<file path="config.mk">
export PLATFORM = sky130hd
export DESIGN_NAME = harvard_core
export DESIGN_NICKNAME = d
export VERILOG_FILES = /design/src/pkg/harvard_core_pkg.sv /design/src/hw/harvard_alu.sv /design/src/hw/harvard_core.sv
export SDC_FILE = /design/constraint.sdc
export NUM_CORES = 1
export LEC_CHECK = 0
export BUFFER_PORTS_ARGS = -buffer_cell sky130_fd_sc_hd__buf_2
export CORE_MARGIN = 1.5
export CORE_UTILIZATION = 37
export DETAILED_ROUTE_END_ITERATION = 8
export GPL_TIMING_DRIVEN = 0
export HOLD_SLACK_MARGIN = 0.05
export SLEW_MARGIN = 20
export SYNTH_ARGS = -nofsm -noshare
export SYNTH_HDL_FRONTEND = slang
export SYNTH_SLANG_ARGS = --single-unit
</file>
<file path="constraint.sdc">
create_clock -name I_CLK_SYS -period 13.68 [get_ports I_CLK_SYS]
set_clock_uncertainty 0.1 [all_clocks]
set_input_delay 2.052 -clock I_CLK_SYS [delete_from_list [all_inputs] [get_ports I_CLK_SYS]]
set_output_delay 2.052 -clock I_CLK_SYS [all_outputs]
set_load 0.1 [all_outputs]
</file>
<file path="src/pkg/harvard_core_pkg.sv">
package harvard_core_pkg;
	// Instruction cycle timing: the least time rounds up to whole clocks
	localparam int T_INSTR_NS    = 500;
	localparam int CLK_PERIOD_NS = 50;
	localparam int INSTR_CLKS    = (T_INSTR_NS + CLK_PERIOD_NS - 1) / CLK_PERIOD_NS;
	localparam int CNT_W         = 4;

	// Bus widths and memory sizes
	localparam int INSN_W    = 14;
	localparam int PROG_AW   = 12;
	localparam int DATA_W    = 8;
	localparam int DATA_AW   = 8;
	localparam int PROG_WORDS = 4096;
	localparam int GP_BYTES  = 176;

	// Instruction word fields
	localparam int F_W     = 7;
	localparam int D_BIT   = 7;
	localparam int OP_HI   = 11;
	localparam int OP_LO   = 8;
	localparam int CLS_HI  = 13;
	localparam int CLS_LO  = 12;
	localparam int LIT_W   = 8;
	localparam int JUMP_W  = 11;

	// Instruction classes
	localparam logic [1:0] CLS_BYTE   = 2'h0;
	localparam logic [1:0] CLS_BRANCH = 2'h2;
	localparam logic [1:0] CLS_LIT    = 2'h3;

	// File-register operation codes
	localparam logic [3:0] OP_MOVWF = 4'h0;
	localparam logic [3:0] OP_CLR   = 4'h1;
	localparam logic [3:0] OP_SUBWF = 4'h2;
	localparam logic [3:0] OP_DECF  = 4'h3;
	localparam logic [3:0] OP_IORWF = 4'h4;
	localparam logic [3:0] OP_ANDWF = 4'h5;
	localparam logic [3:0] OP_XORWF = 4'h6;
	localparam logic [3:0] OP_ADDWF = 4'h7;
	localparam logic [3:0] OP_MOVF  = 4'h8;
	localparam logic [3:0] OP_COMF  = 4'h9;
	localparam logic [3:0] OP_INCF  = 4'ha;
	localparam logic [3:0] OP_RRF   = 4'hc;
	localparam logic [3:0] OP_RLF   = 4'hd;
	localparam logic [3:0] OP_SWAPF = 4'he;

	// Literal operation codes (upper bits of the op field)
	localparam logic [3:0] OP_MOVLW = 4'h0;
	localparam logic [3:0] OP_IORLW = 4'h8;
	localparam logic [3:0] OP_ANDLW = 4'h9;
	localparam logic [3:0] OP_XORLW = 4'ha;
	localparam logic [3:0] OP_SUBLW = 4'hc;
	localparam logic [3:0] OP_ADDLW = 4'he;

	// Internally held special registers, low seven address bits
	localparam logic [6:0] ADDR_INDF   = 7'h00;
	localparam logic [6:0] ADDR_PCL    = 7'h02;
	localparam logic [6:0] ADDR_STATUS = 7'h03;
	localparam logic [6:0] ADDR_FSR    = 7'h04;

	// Status register bits
	localparam int ST_C   = 0;
	localparam int ST_DC  = 1;
	localparam int ST_Z   = 2;
	localparam int ST_RP0 = 5;

	// Reset values
	localparam logic [11:0] RST_PC     = 12'h000;
	localparam logic [7:0]  RST_STATUS = 8'h00;

	typedef enum {
		ALU_PASS_A, ALU_PASS_B, ALU_CLR, ALU_ADD, ALU_SUB, ALU_AND, ALU_IOR,
		ALU_XOR, ALU_COM, ALU_INC, ALU_DEC, ALU_RR, ALU_RL, ALU_SWAP
	} alu_op_t;
endpackage : harvard_core_pkg

</file>
<file path="src/hw/harvard_alu.sv">
`timescale 1ns/1ps
module harvard_alu
	import harvard_core_pkg::*;
(
	input  alu_op_t    i_op,     // Operation
	input  wire  [7:0] i_a,      // Working accumulator
	input  wire  [7:0] i_b,      // File register or literal
	input  wire        i_cin,    // Carry in for rotates
	output logic [7:0] o_res,    // Result
	output logic       o_c,      // Carry or inverted borrow
	output logic       o_dc,     // Nibble carry
	output logic       o_z,      // Result is zero
	output logic       o_upd_c,  // Carry flag affected
	output logic       o_upd_dc, // Nibble carry affected
	output logic       o_upd_z   // Zero flag affected
);
	// Sum with carry-in, one bit wider than its operands
	function automatic logic [8:0] add9(input logic [7:0] x, input logic [7:0] y, input logic ci);
		add9 = {1'b0, x} + {1'b0, y} + {8'h00, ci};
	endfunction : add9

	logic [8:0] s_full;
	logic [8:0] s_nib;

	// Subtraction is b plus inverted a plus one, so carry out is the inverted borrow
	always_comb
	begin
		s_full   = 9'h000;
		s_nib    = 9'h000;
		o_res    = 8'h00;
		o_c      = 1'b0;
		o_dc     = 1'b0;
		o_upd_c  = 1'b0;
		o_upd_dc = 1'b0;
		o_upd_z  = 1'b1;
		case (i_op)
			ALU_ADD, ALU_SUB:
			begin
				s_full   = (i_op == ALU_ADD) ? add9(i_a, i_b, 1'b0) : add9(~i_a, i_b, 1'b1);
				s_nib    = (i_op == ALU_ADD) ? add9({4'h0, i_a[3:0]}, {4'h0, i_b[3:0]}, 1'b0)
					: add9({4'h0, ~i_a[3:0]}, {4'h0, i_b[3:0]}, 1'b1);
				o_res    = s_full[7:0];
				o_c      = s_full[8];
				o_dc     = s_nib[4];
				o_upd_c  = 1'b1;
				o_upd_dc = 1'b1;
			end
			ALU_AND:  o_res = i_a & i_b;
			ALU_IOR:  o_res = i_a | i_b;
			ALU_XOR:  o_res = i_a ^ i_b;
			ALU_COM:  o_res = ~i_b;
			ALU_INC:  o_res = i_b + 8'h01;
			ALU_DEC:  o_res = i_b - 8'h01;
			ALU_CLR:  o_res = 8'h00;
			ALU_PASS_A:
			begin
				o_res   = i_a;
				o_upd_z = 1'b0;
			end
			ALU_PASS_B: o_res = i_b;
			ALU_RR, ALU_RL:
			begin
				o_res   = (i_op == ALU_RR) ? {i_cin, i_b[7:1]} : {i_b[6:0], i_cin};
				o_c     = (i_op == ALU_RR) ? i_b[0] : i_b[7];
				o_upd_c = 1'b1;
				o_upd_z = 1'b0;
			end
			ALU_SWAP:
			begin
				o_res   = {i_b[3:0], i_b[7:4]};
				o_upd_z = 1'b0;
			end
			default: o_upd_z = 1'b0;
		endcase
		o_z = (o_res == 8'h00);
	end
endmodule : harvard_alu

</file>
<file path="src/hw/harvard_core.sv">
`timescale 1ns/1ps
// How it works
// - Program memory and data memory each have their own separate bus.
// - Instructions are single 14-bit words, one fetched per instruction cycle.
// - Next instruction is fetched while the current one executes.
// - Non-branch instructions take one 500 ns cycle; branches take two.
// - Program space is 4K by 14; data space holds 176 general bytes.
// - Special registers, program counter included, sit in data address space.
// - File registers are reached directly or indirectly through the pointer.
// - Every operation works on any register with any addressing mode.
// - ALU is 8 bits: add, subtract, shift and logic.
// - Arithmetic treats operands and results as two's complement.
// - Two-operand ops use the accumulator plus a file register or literal.
// - Single-operand ops use the accumulator or a file register.
// - Working accumulator is 8 bits and has no data address.
// - ALU updates carry, nibble carry and zero flags per instruction.
// - Subtraction carry and nibble carry hold inverted borrow.
module harvard_core
	import harvard_core_pkg::*;
#(
	parameter int CYCLE_CLKS = INSTR_CLKS // Clocks per instruction cycle
)(
	input  wire  logic                I_CLK_SYS,     // System clock
	input  wire  logic                I_RST_N,       // Synchronous reset, active low
	output logic [PROG_AW-1:0]        O_PROG_ADDR,   // Program memory address
	input  wire  logic [INSN_W-1:0]   I_PROG_DATA,   // Program memory word
	output logic [DATA_AW-1:0]        O_DATA_RADDR,  // Data memory read address
	input  wire  logic [DATA_W-1:0]   I_DATA_RDATA,  // Data memory read data
	output logic [DATA_AW-1:0]        O_DATA_WADDR,  // Data memory write address
	output logic [DATA_W-1:0]         O_DATA_WDATA,  // Data memory write data
	output logic                      O_DATA_WE,     // Data memory write strobe
	output logic [DATA_W-1:0]         O_W,           // Working accumulator
	output logic [DATA_W-1:0]         O_STATUS       // Status register
);
	if (CYCLE_CLKS < 1 || CYCLE_CLKS > (1 << CNT_W))
		$error("CYCLE_CLKS out of range");
	if ((1 << PROG_AW) < PROG_WORDS)
		$error("Program address too narrow");

	typedef struct packed {
		logic [PROG_AW-1:0] pc;
		logic [INSN_W-1:0]  ir;
		logic               ir_valid;
		logic [DATA_W-1:0]  w;
		logic [DATA_W-1:0]  status;
		logic [DATA_W-1:0]  fsr;
		logic [DATA_AW-1:0] raddr;
		logic [DATA_AW-1:0] waddr;
		logic [DATA_W-1:0]  wdata;
		logic               we;
		logic [CNT_W-1:0]   cnt;
	} core_state_t;

	core_state_t q_reg;
	core_state_t q_next;

	// Resolve the operand address at fetch so it leaves a flip-flop
	function automatic logic [DATA_AW-1:0] file_addr(input logic [INSN_W-1:0] insn,
		input logic [DATA_W-1:0] fsr, input logic rp0);
		file_addr = (insn[F_W-1:0] == ADDR_INDF) ? fsr : {rp0, insn[F_W-1:0]};
	endfunction : file_addr

	logic              tick;
	logic [1:0]        cls;
	logic [3:0]        op;
	logic              dest_f;
	logic [DATA_W-1:0] fval;
	logic [DATA_W-1:0] opb;
	logic              is_lit;
	alu_op_t           alu_op;
	logic              writes;
	logic              dest_w;
	logic              ext_wr;
	logic              flush;
	logic [7:0]        alu_res;
	logic              alu_c;
	logic              alu_dc;
	logic              alu_z;
	logic              upd_c;
	logic              upd_dc;
	logic              upd_z;
	logic [8:0]        sum9;
	logic [4:0]        nib5;

	// Instruction cycle boundary; all architectural state moves only here
	assign tick   = (q_reg.cnt == CNT_W'(CYCLE_CLKS - 1));
	assign cls    = q_reg.ir[CLS_HI:CLS_LO];
	assign op     = q_reg.ir[OP_HI:OP_LO];
	assign dest_f = q_reg.ir[D_BIT];
	assign is_lit = (cls == CLS_LIT);

	// File read: internal special registers first, else forwarded or external data
	always_comb
	begin
		case (q_reg.raddr[F_W-1:0])
			ADDR_STATUS: fval = q_reg.status;
			ADDR_FSR:    fval = q_reg.fsr;
			ADDR_PCL:    fval = q_reg.pc[DATA_W-1:0] - 8'h01;
			ADDR_INDF:   fval = 8'h00; // Pointer aimed at itself reads zero
			default:     fval = (q_reg.we && q_reg.waddr == q_reg.raddr) ? q_reg.wdata : I_DATA_RDATA;
		endcase
		opb = is_lit ? q_reg.ir[LIT_W-1:0] : fval;
	end

	// Decode into an ALU operation and a destination
	always_comb
	begin
		alu_op = ALU_PASS_B;
		writes = q_reg.ir_valid;
		dest_w = 1'b0;
		if (cls == CLS_BYTE)
		begin
			dest_w = !dest_f;
			case (op)
				OP_MOVWF:
				begin
					alu_op = ALU_PASS_A;
					writes = q_reg.ir_valid && dest_f; // Clear d is the no-op
				end
				OP_CLR:   alu_op = ALU_CLR;
				OP_SUBWF: alu_op = ALU_SUB;
				OP_DECF:  alu_op = ALU_DEC;
				OP_IORWF: alu_op = ALU_IOR;
				OP_ANDWF: alu_op = ALU_AND;
				OP_XORWF: alu_op = ALU_XOR;
				OP_ADDWF: alu_op = ALU_ADD;
				OP_MOVF:  alu_op = ALU_PASS_B;
				OP_COMF:  alu_op = ALU_COM;
				OP_INCF:  alu_op = ALU_INC;
				OP_RRF:   alu_op = ALU_RR;
				OP_RLF:   alu_op = ALU_RL;
				OP_SWAPF: alu_op = ALU_SWAP;
				default:  writes = 1'b0;
			endcase
		end
		else if (is_lit)
		begin
			dest_w = 1'b1;
			case (op)
				OP_IORLW: alu_op = ALU_IOR;
				OP_ANDLW: alu_op = ALU_AND;
				OP_XORLW: alu_op = ALU_XOR;
				OP_SUBLW, OP_SUBLW + 4'h1: alu_op = ALU_SUB;
				OP_ADDLW, OP_ADDLW + 4'h1: alu_op = ALU_ADD;
				default:  alu_op = (op[3:2] == OP_MOVLW[3:2]) ? ALU_PASS_B : ALU_PASS_A;
			endcase
		end
		else
			writes = 1'b0;
	end

	harvard_alu u_alu (
		.i_op     (alu_op),
		.i_a      (q_reg.w),
		.i_b      (opb),
		.i_cin    (q_reg.status[ST_C]),
		.o_res    (alu_res),
		.o_c      (alu_c),
		.o_dc     (alu_dc),
		.o_z      (alu_z),
		.o_upd_c  (upd_c),
		.o_upd_dc (upd_dc),
		.o_upd_z  (upd_z)
	);

	// Reference sums kept only for the checks below
	assign sum9 = {1'b0, q_reg.w} + {1'b0, opb};
	assign nib5 = {1'b0, q_reg.w[3:0]} + {1'b0, opb[3:0]};

	// Execute, write back, then fetch; a taken branch drops the word already fetched
	always_comb
	begin
		q_next    = q_reg;
		q_next.we = 1'b0;
		q_next.cnt = tick ? '0 : q_reg.cnt + CNT_W'(1);
		ext_wr    = 1'b0;
		flush     = 1'b0;
		if (tick)
		begin
			if (writes && dest_w)
				q_next.w = alu_res;
			else if (writes)
			begin
				case (q_reg.raddr[F_W-1:0])
					ADDR_STATUS: q_next.status = alu_res;
					ADDR_FSR:    q_next.fsr = alu_res;
					ADDR_PCL:
					begin
						q_next.pc = {q_reg.pc[PROG_AW-1:DATA_W], alu_res};
						flush     = 1'b1;
					end
					ADDR_INDF:   ext_wr = 1'b0;
					default:     ext_wr = 1'b1;
				endcase
			end
			if (q_reg.ir_valid && writes)
			begin
				if (upd_c)
					q_next.status[ST_C] = alu_c;
				if (upd_dc)
					q_next.status[ST_DC] = alu_dc;
				if (upd_z)
					q_next.status[ST_Z] = alu_z;
			end
			if (ext_wr)
			begin
				q_next.we    = 1'b1;
				q_next.waddr = q_reg.raddr;
				q_next.wdata = alu_res;
			end
			if (q_reg.ir_valid && cls == CLS_BRANCH)
			begin
				q_next.pc = {q_reg.pc[PROG_AW-1], q_reg.ir[JUMP_W-1:0]};
				flush     = 1'b1;
			end
			if (flush)
				q_next.ir_valid = 1'b0;
			else
			begin
				q_next.ir       = I_PROG_DATA;
				q_next.ir_valid = 1'b1;
				q_next.pc       = q_reg.pc + 12'h001;
				q_next.raddr    = file_addr(I_PROG_DATA, q_next.fsr, q_next.status[ST_RP0]);
			end
		end
	end

	// State register; reset starts with an empty pipeline
	always_ff @(posedge I_CLK_SYS)
	begin
		if (!I_RST_N)
		begin
			q_reg        <= '0;
			q_reg.pc     <= RST_PC;
			q_reg.status <= RST_STATUS;
		end
		else
			q_reg <= q_next;
	end

	assign O_PROG_ADDR  = q_reg.pc;
	assign O_DATA_RADDR = q_reg.raddr;
	assign O_DATA_WADDR = q_reg.waddr;
	assign O_DATA_WDATA = q_reg.wdata;
	assign O_DATA_WE    = q_reg.we;
	assign O_W          = q_reg.w;
	assign O_STATUS     = q_reg.status;

	fetch_step_a: assert property (@(posedge I_CLK_SYS) disable iff (!I_RST_N)
		(tick && !flush) |=> (q_reg.ir == $past(I_PROG_DATA)) && (O_PROG_ADDR == $past(O_PROG_ADDR) + 12'h001))
		else $error("fetch did not advance");
	branch_bubble_a: assert property (@(posedge I_CLK_SYS) disable iff (!I_RST_N)
		(tick && flush) |=> !q_reg.ir_valid)
		else $error("branch did not insert a bubble");
	hold_between_a: assert property (@(posedge I_CLK_SYS) disable iff (!I_RST_N)
		!tick |=> $stable(O_PROG_ADDR) && $stable(O_W) && $stable(O_STATUS))
		else $error("state moved between instruction cycles");
	add_carry_a: assert property (@(posedge I_CLK_SYS) disable iff (!I_RST_N)
		(tick && q_reg.ir_valid && alu_op == ALU_ADD && writes) |=> O_STATUS[ST_C] == $past(sum9[8]))
		else $error("add carry wrong");
	sub_borrow_a: assert property (@(posedge I_CLK_SYS) disable iff (!I_RST_N)
		(tick && alu_op == ALU_SUB && writes) |=> O_STATUS[ST_C] == $past(opb >= q_reg.w))
		else $error("subtract borrow wrong");
	nibble_carry_a: assert property (@(posedge I_CLK_SYS) disable iff (!I_RST_N)
		(tick && alu_op == ALU_ADD && writes) |=> O_STATUS[ST_DC] == $past(nib5[4]))
		else $error("nibble carry wrong");
	zero_flag_a: assert property (@(posedge I_CLK_SYS) disable iff (!I_RST_N)
		(tick && writes && upd_z) |=> O_STATUS[ST_Z] == ($past(alu_res) == 8'h00))
		else $error("zero flag wrong");
	w_private_a: assert property (@(posedge I_CLK_SYS) disable iff (!I_RST_N)
		$changed(O_W) |-> $past(tick && writes && dest_w))
		else $error("accumulator changed without a write to it");
	indirect_addr_a: assert property (@(posedge I_CLK_SYS) disable iff (!I_RST_N)
		(tick && !flush && I_PROG_DATA[F_W-1:0] == ADDR_INDF) |=> O_DATA_RADDR == $past(q_next.fsr))
		else $error("indirect address not taken from pointer");
	// Strobe lasts one clock unless a one-clock cycle starts the next write right away
	data_write_a: assert property (@(posedge I_CLK_SYS) disable iff (!I_RST_N)
		(tick && ext_wr) |=> O_DATA_WE && (O_DATA_WADDR == $past(q_reg.raddr))
		##1 (O_DATA_WE == $past(tick && ext_wr)))
		else $error("data write strobe wrong");
endmodule : harvard_core

</file>
==> impl_results.md, run 1 <==
- Chip Height: 137 um
- Outcome: complete, no violations
- Core area: 0.0175 mm^2
- First-pass GRT wire length: 38.5 mm
- Syn avg cell area: 7.55 um^2
- Clock slew at reported path FFs: 0.07 ns
- Max Slew Vio Count: 0
- DRC: 0
- Layout fillers: 1,846
- Leak: 3.10 nW
- Main flop type after synthesis: dfxtp_1
- Total track usage: 27.2%
- Post-Synthesis Cells: 886
- Synth async-reset ratio: 0%
- Seq/Total Area, Yosys: 23.9%
- Post-synth EDFFs: 0
- Hold path start: q_reg[0]$_SDFF_PP0_
- Tmin final: 6.30 ns
- Antenna-violating nets left: 0
- Crit end category: register
- Design area: 0.00772 mm^2
- Unrepaired setup endpoints after global routing: false
- Die width: 137 um
- Cell Area, Placed: 0.00740 mm^2
- Root Buffer: clkbuf_16
- Power Total: 0.519 mW
- Kind of critical path: input port to register
- Worst Hold End: q_reg[0]$_SDFF_PP0_
- TritonCTS Buffers: 9
- Largest register FFs: 20
- Worst path required time: 13.86 ns
- Share of post-route cells with drive strength above 1: 19.5%
- Fmax: 159 MHz
- PortBufs: 76
- Initial antenna violation count: 0
- Post-Syn Area: 0.00669 mm^2
- RR Startpoint: O_DATA_RADDR[0]$_SDFFE_PN0P_
- Hold Crit Class: register to register
- Io pins: 77
- Number of global-route vias before repair: 6,566
- Startpoint types: input port
- Max Cap Violations: 0
- Slew @ Worst Pin: 0.936 ns
- Final Hold Viols: 0
- Worst reg-to-reg setup slack: 7.83 ns
- Path depth of the worst reg2reg path: 19
- CTS sink cnt: 80
- DPL Wire Length: 19.3 mm
- Critical R2R Capture: O_STATUS[2]$_SDFFE_PN0P_
- Synth unique cells: 77
- DR WL/cell: 21.0 um
- Hold slack: 0.372 ns
- Worst Hold Path Cells: 1
- Clock buffer depth: 2
- Largest net degree at the start of global routing: 16
- Nets: 1,037
- Crit Path Max Fanout: 9
- Power per cell area: 67.3 mW/mm^2
- Yosys reg bits: 80
- Cts hold-fix bufs: 0
- Max-slew headroom: 37.4%
- Diodes inserted: 0
- Net Sw Power: 0.128 mW
- First-pass DRT Iterations: 8
- Post-synth net total: 948
- Sw frac: 24.7%
- DR iter-0 viols: 888
- Cell Rows: 48
- Htree depth: 3
- Clock Power Share: 50.0%
- Full die area: 0.0189 mm^2
- # Post-CTS Setup Buffers: 0
- Setup tns final: 0 ns
- Number of gates resized after CTS: 0
- Worst-Skew Late Latency: 0.36 ns
- Synth warnings: 0
- Arr. time, crit path: 6.47 ns
- Gr ovfl total: 0
- Flop pwr share: 45.2%
- Comb pwr share: 4.8%
- Total number of vias: 7,219
- Initial core utilization: 38.3%
- GP Congestion: 0.988
- Vias per cell: 5.99
- Synth-to-Final Area Change: 15.4%
- Internal: 0.391 mW
- Routed wire length: 25.3 mm
- Final setup vio count: 0
- Final worst-path cycle share: 46.0%
- TritonCTS clock tree: yes
- Max VDD drop: 0.0473 mV
==> routing by layer <==
layer | track usage, % | vias to the layer above | share of wire [%]
li1 | - | 3393 | -
met1 | 37.5 | 3354 | 44
met2 | 42.1 | 403 | 43
met3 | 3.09 | 69 | 8.2
met4 | 12.9 | 0 | 4.4
met5 | 0 | - | 0
==> power by group through the flow <==
stage,Sequential (mW),Combinational [mW],Clock (mW)
after global routing,0.235,0.0267,0.270
after floorplan,0.240,0.0136,0
after CTS,0.235,0.0243,0.262
after detailed placement,0.240,0.0243,0
final,0.235,0.0248,0.260
after global placement,0.240,0.0240,0
==> cells in the final DEF, fill, tap and decap left out, drive strengths merged, types with 35 or more instances in the layout <==
cell type,netlist,final
a211oi,41,41
buf,66,144
nand2,91,91
a21oi,74,74
clkbuf,36,46
o21ai,45,45
nor2,89,89
ha,35,35
dfxtp,80,80
inv,34,37
==> final cells by class <==
cell class / instances / area, um^2 / share of cell area [%]
Multi-Input combinational cell: 669 / 4390 / 56.9
Sequential cell: 80 / 1600 / 20.7
Buffer: 102 / 602 / 7.80
Timing Repair Buffer: 78 / 403 / 5.22
Tap cell: 225 / 282 / 3.65
Clock buffer: 10 / 239 / 3.10
Inverter: 35 / 131 / 1.70
Clock inverter: 6 / 72.6 / 0.940
==> cells in the mapped netlist, types with 4 or more instances <==
library cell	count	share of area [%]
nor2b_1	8	0.75
and2_1	5	0.47
o2111ai_1	4	0.52
o22ai_1	11	1.0
buf_2	7	0.52
clkbuf_1	36	2.0
dfxtp_1	80	24
o31ai_1	6	0.67
o221a_2	5	0.84
a21o_1	8	0.90
or3_1	7	0.65
nand3b_1	6	0.67
nor2_1	83	4.7
o221ai_1	6	0.79
o21ai_0	42	3.1
nor3_1	22	1.6
nand2_1	91	5.1
xnor2_1	23	3.0
ha_1	35	6.5
a221oi_1	15	2.0
mux2_2	7	1.2
nand2b_1	12	1.1
nand3_1	17	1.3
nor4_1	6	0.56
and3_1	8	0.75
o211ai_1	6	0.67
buf_4	52	5.8
nand4_1	4	0.37
a31oi_1	15	1.4
o21a_1	9	1.0
buf_1	5	0.28
a211oi_1	40	4.5
xor2_1	5	0.65
inv_1	34	1.9
or4_1	8	0.90
o211a_1	4	0.60
a211o_1	8	1.0
nor2_2	4	0.37
mux2i_1	7	1.0
a21oi_1	73	5.5
==> critical path, cell delays in order <==
cell      delay, ns
buf_2          0.11
o311ai_2       0.72
nand2_1        0.31
ha_1           0.37
clkbuf_1       0.30
nor2b_1        0.17
o21ai_0        0.16
a211oi_1       0.47
o21a_1         0.21
nor3_1         0.08
a211o_1        0.31
nor2_1         0.71
nand4_1        0.21
o31ai_2        0.27
==> logic make-up (layout without fill, tap and decap cells) <==
kind of cell	count (synthesis)	in the layout	synth area share, %
flops	80	80	23.9
buf+inv	137	231	11.0
fa+ha+maj	38	38	7.44
xor+xnor	28	28	3.67
compound gates	292	292	30.1
mux	15	15	2.45
simple gates	296	296	21.4
==> through the flow <==
| stage | util, % | worst slack, ns | std cells |
|---|---|---|---|
| global placement | 42.1 | 6.46 | 1187 |
| detailed placement | 42.4 | 7.15 | 1189 |
| CTS | 44.1 | 7.49 | 1205 |
| floorplan | - | 8.20 | 886 |
| finish | 44.2 | 7.38 | 1205 |
| global route | 44.2 | 7.21 | 1205 |
==> how the worst max path moves through the flow <==
stage,startpoint,end,slack [ns],depth (start not counted)
4_1_cts,I_DATA_RDATA[2],O_STATUS[2]$_SDFFE_PN0P_,7.49,14
3_5_place_dp,I_DATA_RDATA[2],O_STATUS[2]$_SDFFE_PN0P_,7.15,14
2_1_floorplan,I_DATA_RDATA[2],O_STATUS[2]$_SDFFE_PN0P_,8.20,13
6_report,I_DATA_RDATA[2],O_STATUS[2]$_SDFFE_PN0P_,7.38,14
3_3_place_gp,I_DATA_RDATA[0],O_STATUS[2]$_SDFFE_PN0P_,6.46,18
5_1_grt,I_DATA_RDATA[2],O_STATUS[2]$_SDFFE_PN0P_,7.21,14
No activity file was read; power rests on OpenSTA's default activity.
==> inputs of run 2 (changes only) <==
==> constraint.sdc (replaced) <==
create_clock -name I_CLK_SYS -period 5.2 [get_ports I_CLK_SYS]
set_clock_uncertainty 0.1 [all_clocks]
set_input_delay 0.78 -clock I_CLK_SYS [delete_from_list [all_inputs] [get_ports I_CLK_SYS]]
set_output_delay 0.78 -clock I_CLK_SYS [all_outputs]
set_load 0.1 [all_outputs]
==> impl_results.md, run 2 (synthesized netlist as in run 1, its figures left out) <==
- Outcome: complete, no violations (unchanged)
- RR Startpoint: O_DATA_RADDR[2]$_SDFFE_PN0P_ (was O_DATA_RADDR[0]$_SDFFE_PN0P_)
- DRC: 0 (unchanged)
- Initial antenna violation count: 0 (unchanged)
- Final worst-path cycle share: 96.2%
- Path depth of the worst reg2reg path: 14 (was 19)
- DPL Wire Length: 19.3 mm (unchanged)
- Startpoint types: register (was input port)
- Initial core utilization: 38.3% (unchanged)
- Worst Hold End: q_reg[0]$_SDFF_PP0_ (unchanged)
- Core area: 0.0175 mm^2 (unchanged)
- Cell Area, Placed: 0.00740 mm^2 (unchanged)
- Critical R2R Capture: O_STATUS[2]$_SDFFE_PN0P_ (unchanged)
- Worst Setup SP: O_DATA_RADDR[2]$_SDFFE_PN0P_ (was I_DATA_RDATA[2])
- Clock slew at reported path FFs: 0.07 ns (about the same)
- Share of post-route cells with drive strength above 1: 21.6% (was 19.5%)
- Hold slack: 0.373 ns (was 0.372 ns)
- Commonest non-fill, non-tap cell in the layout: nand2_1 (unchanged)
- DR WL/cell: 21.0 um (about the same)
- Number of global-route vias before repair: 6,576 (was 6,566)
- Routed wire length: 25.3 mm (about the same)
- Max Slew Vio Count: 0 (unchanged)
- PortBufs: 76 (unchanged)
- Worst Hold Path Cells: 1 (unchanged)
- Crit Path Max Fanout: 8 (was 9)
- TritonCTS clock tree: yes (unchanged)
- Largest net degree at the start of global routing: 16 (unchanged)
- Setup WS pre-CTS: -0.478 ns (was 7.15 ns)
- Hold path start: q_reg[0]$_SDFF_PP0_ (unchanged)
- CTS sink cnt: 80 (unchanged)
- Design area: 0.00783 mm^2 (was 0.00772 mm^2)
- Commonest cells after routing, fill and taps aside: 89 x nand2_1, 83 x buf_2, 82 x nor2_1 (was 91 x nand2_1, 83 x buf_2, 83 x nor2_1)
- Full die area: 0.0189 mm^2 (unchanged)
- Vias per cell: 5.99 (about the same)
- Hold Crit Class: register to register (unchanged)
- Total number of vias: 7,245 (was 7,219)
- TritonCTS Buffers: 9 (unchanged)
- Worst path required time: 5.38 ns (was 13.86 ns)
- Htree depth: 3 (unchanged)
- GP Congestion: 0.988 (unchanged)
- Crit end category: register (unchanged)
- Layout fillers: 1,831 (was 1,846)
- Total track usage: 27.3% (was 27.2%)
- Final setup vio count: 0 (unchanged)
- Nets: 1,041 (was 1,037)
- Kind of critical path: register to register (was input port to register)
- Leak: 3.15 nW (was 3.10 nW)
- Fmax: 200 MHz
- Max Cap Violations: 0 (unchanged)
- First-pass DRT Iterations: 6 (was 8)
- Setup tns final: 0 ns (unchanged)
- Root Buffer: clkbuf_16 (unchanged)
- Cell Rows: 48 (unchanged)
- DR iter-0 viols: 752 (was 888)
- Slowest cell on the critical path: dfxtp_1 (was o311ai_2)
- Worst reg-to-reg setup slack: 0.20 ns (was 7.83 ns)
- Io pins: 77 (unchanged)
- Antenna-violating nets left: 0 (unchanged)
- Max incr delay on CP: 0.55 ns (was 0.72 ns)
- Diodes inserted: 0 (unchanged)
- Max-slew headroom: 43.6% (was 37.4%)
- First-pass GRT wire length: 38.6 mm (was 38.5 mm)
- Arr. time, crit path: 5.18 ns (was 6.47 ns)
- Synth-to-Final Area Change: 17.1% (was 15.4%)
- Final worst setup slack: 0.196 ns (was 7.38 ns)
- Die width: 137 um (unchanged)
- Tmin final: 5.00 ns
- Power per cell area: 175 mW/mm^2 (was 67.3 mW/mm^2)
- Worst-Skew Late Latency: 0.36 ns (about the same)
- Cells along the critical path: xnor2_1 -> nand4_2 -> nor3_4 -> mux2i_2 -> a21oi_4 -> ha_1 -> a21o_1 -> a31oi_2 -> o21ai_0 -> a221oi_1 -> a21oi_1 -> a2111o_1 -> or4_1 -> o31ai_2 (was buf_2 -> o311ai_2 -> nand2_1 -> ha_1 -> clkbuf_1 -> nor2b_1 -> o21ai_0 -> a211oi_1 -> o21a_1 -> nor3_1 -> a211o_1 -> nor2_1 -> nand4_1 -> o31ai_2)
- Gr ovfl total: 0 (unchanged)
- Largest register FFs: 20 (unchanged)
- Max VDD drop: 0.125 mV (was 0.0473 mV)
- Final Hold Viols: 0 (unchanged)
- Slew @ Worst Pin: 0.843 ns (was 0.936 ns)
- Power Total: 1.37 mW (was 0.519 mW)
- Unrepaired setup endpoints after global routing: false (unchanged)
- Chip Height: 137 um (unchanged)
- Clock buffer depth: 2 (unchanged)
-- run 2: worst max path at each step --
stage,slack (ns),end
after floorplan,0.47,O_STATUS[2]$_SDFFE_PN0P_
after global placement,-1.22,O_STATUS[2]$_SDFFE_PN0P_
after detailed placement,-0.48,O_STATUS[2]$_SDFFE_PN0P_
after CTS,0.008,O_STATUS[2]$_SDFFE_PN0P_
after global routing,0.02,O_STATUS[2]$_SDFFE_PN0P_
final,0.20,O_STATUS[2]$_SDFFE_PN0P_
-- run 2: layout make-up --
type | instances | area (um^2) | area share (%)
multi-input cells | 669 | 4460 | 56.9
flip-flops and latches | 80 | 1600 | 20.5
plain buffers | 101 | 603 | 7.70
repair buffers | 83 | 440 | 5.62
well taps | 225 | 282 | 3.59
clock buffers | 10 | 239 | 3.05
inverters | 35 | 131 | 1.68
clock inverters | 6 | 72.6 | 0.927
-- run 2: power breakdown --
| group | internal [mW] | leakage, nW | switching [mW] |
|---|---|---|---|
| sequential | 0.615 | 0.646 | 0.00258 |
| clock | 0.392 | 0.155 | 0.295 |
| combinational | 0.0227 | 2.35 | 0.0441 |
| total | 1.03 | 3.15 | 0.342 |
-- run 2: layer usage --
metal / wire length, um / track usage (%) / up-vias
met4: 1050 / 12.7 / 0
met5: 0 / 0 / -
met3: 2060 / 3.90 / 74
li1: - / - / 3394
met1: 11200 / 37.3 / 3375
met2: 11100 / 42.2 / 402
-- run 2: what timing repair did --
| item | in CTS | in global routing |
|---|---|---|
| gates resized for setup | 7 | 17 |
| hold buffers | 0 | 0 |
| endpoints found under the setup margin | 21 | 27 |
| setup buffers | 4 | 1 |
| pin swaps | 2 | 1 |
-- run 2: critical path: cells and delay by family, from the launching register on --
kind / cells / cell delay (ns)
xor gates and xnor gates: 1 / 0.20
muxes: 1 / 0.44
and+or+nand+nor: 3 / 1.28
AOI/OAI and AO/OA: 8 / 1.91
DFF: 1 / 0.55
adders and majority gates: 1 / 0.42
-- run 2: stage by stage --
stage	cells	utilization [%]
finish	1209	44.8
global route	1209	44.8
global placement	1187	42.1
floorplan	886	-
detailed placement	1189	42.4
CTS	1209	44.5
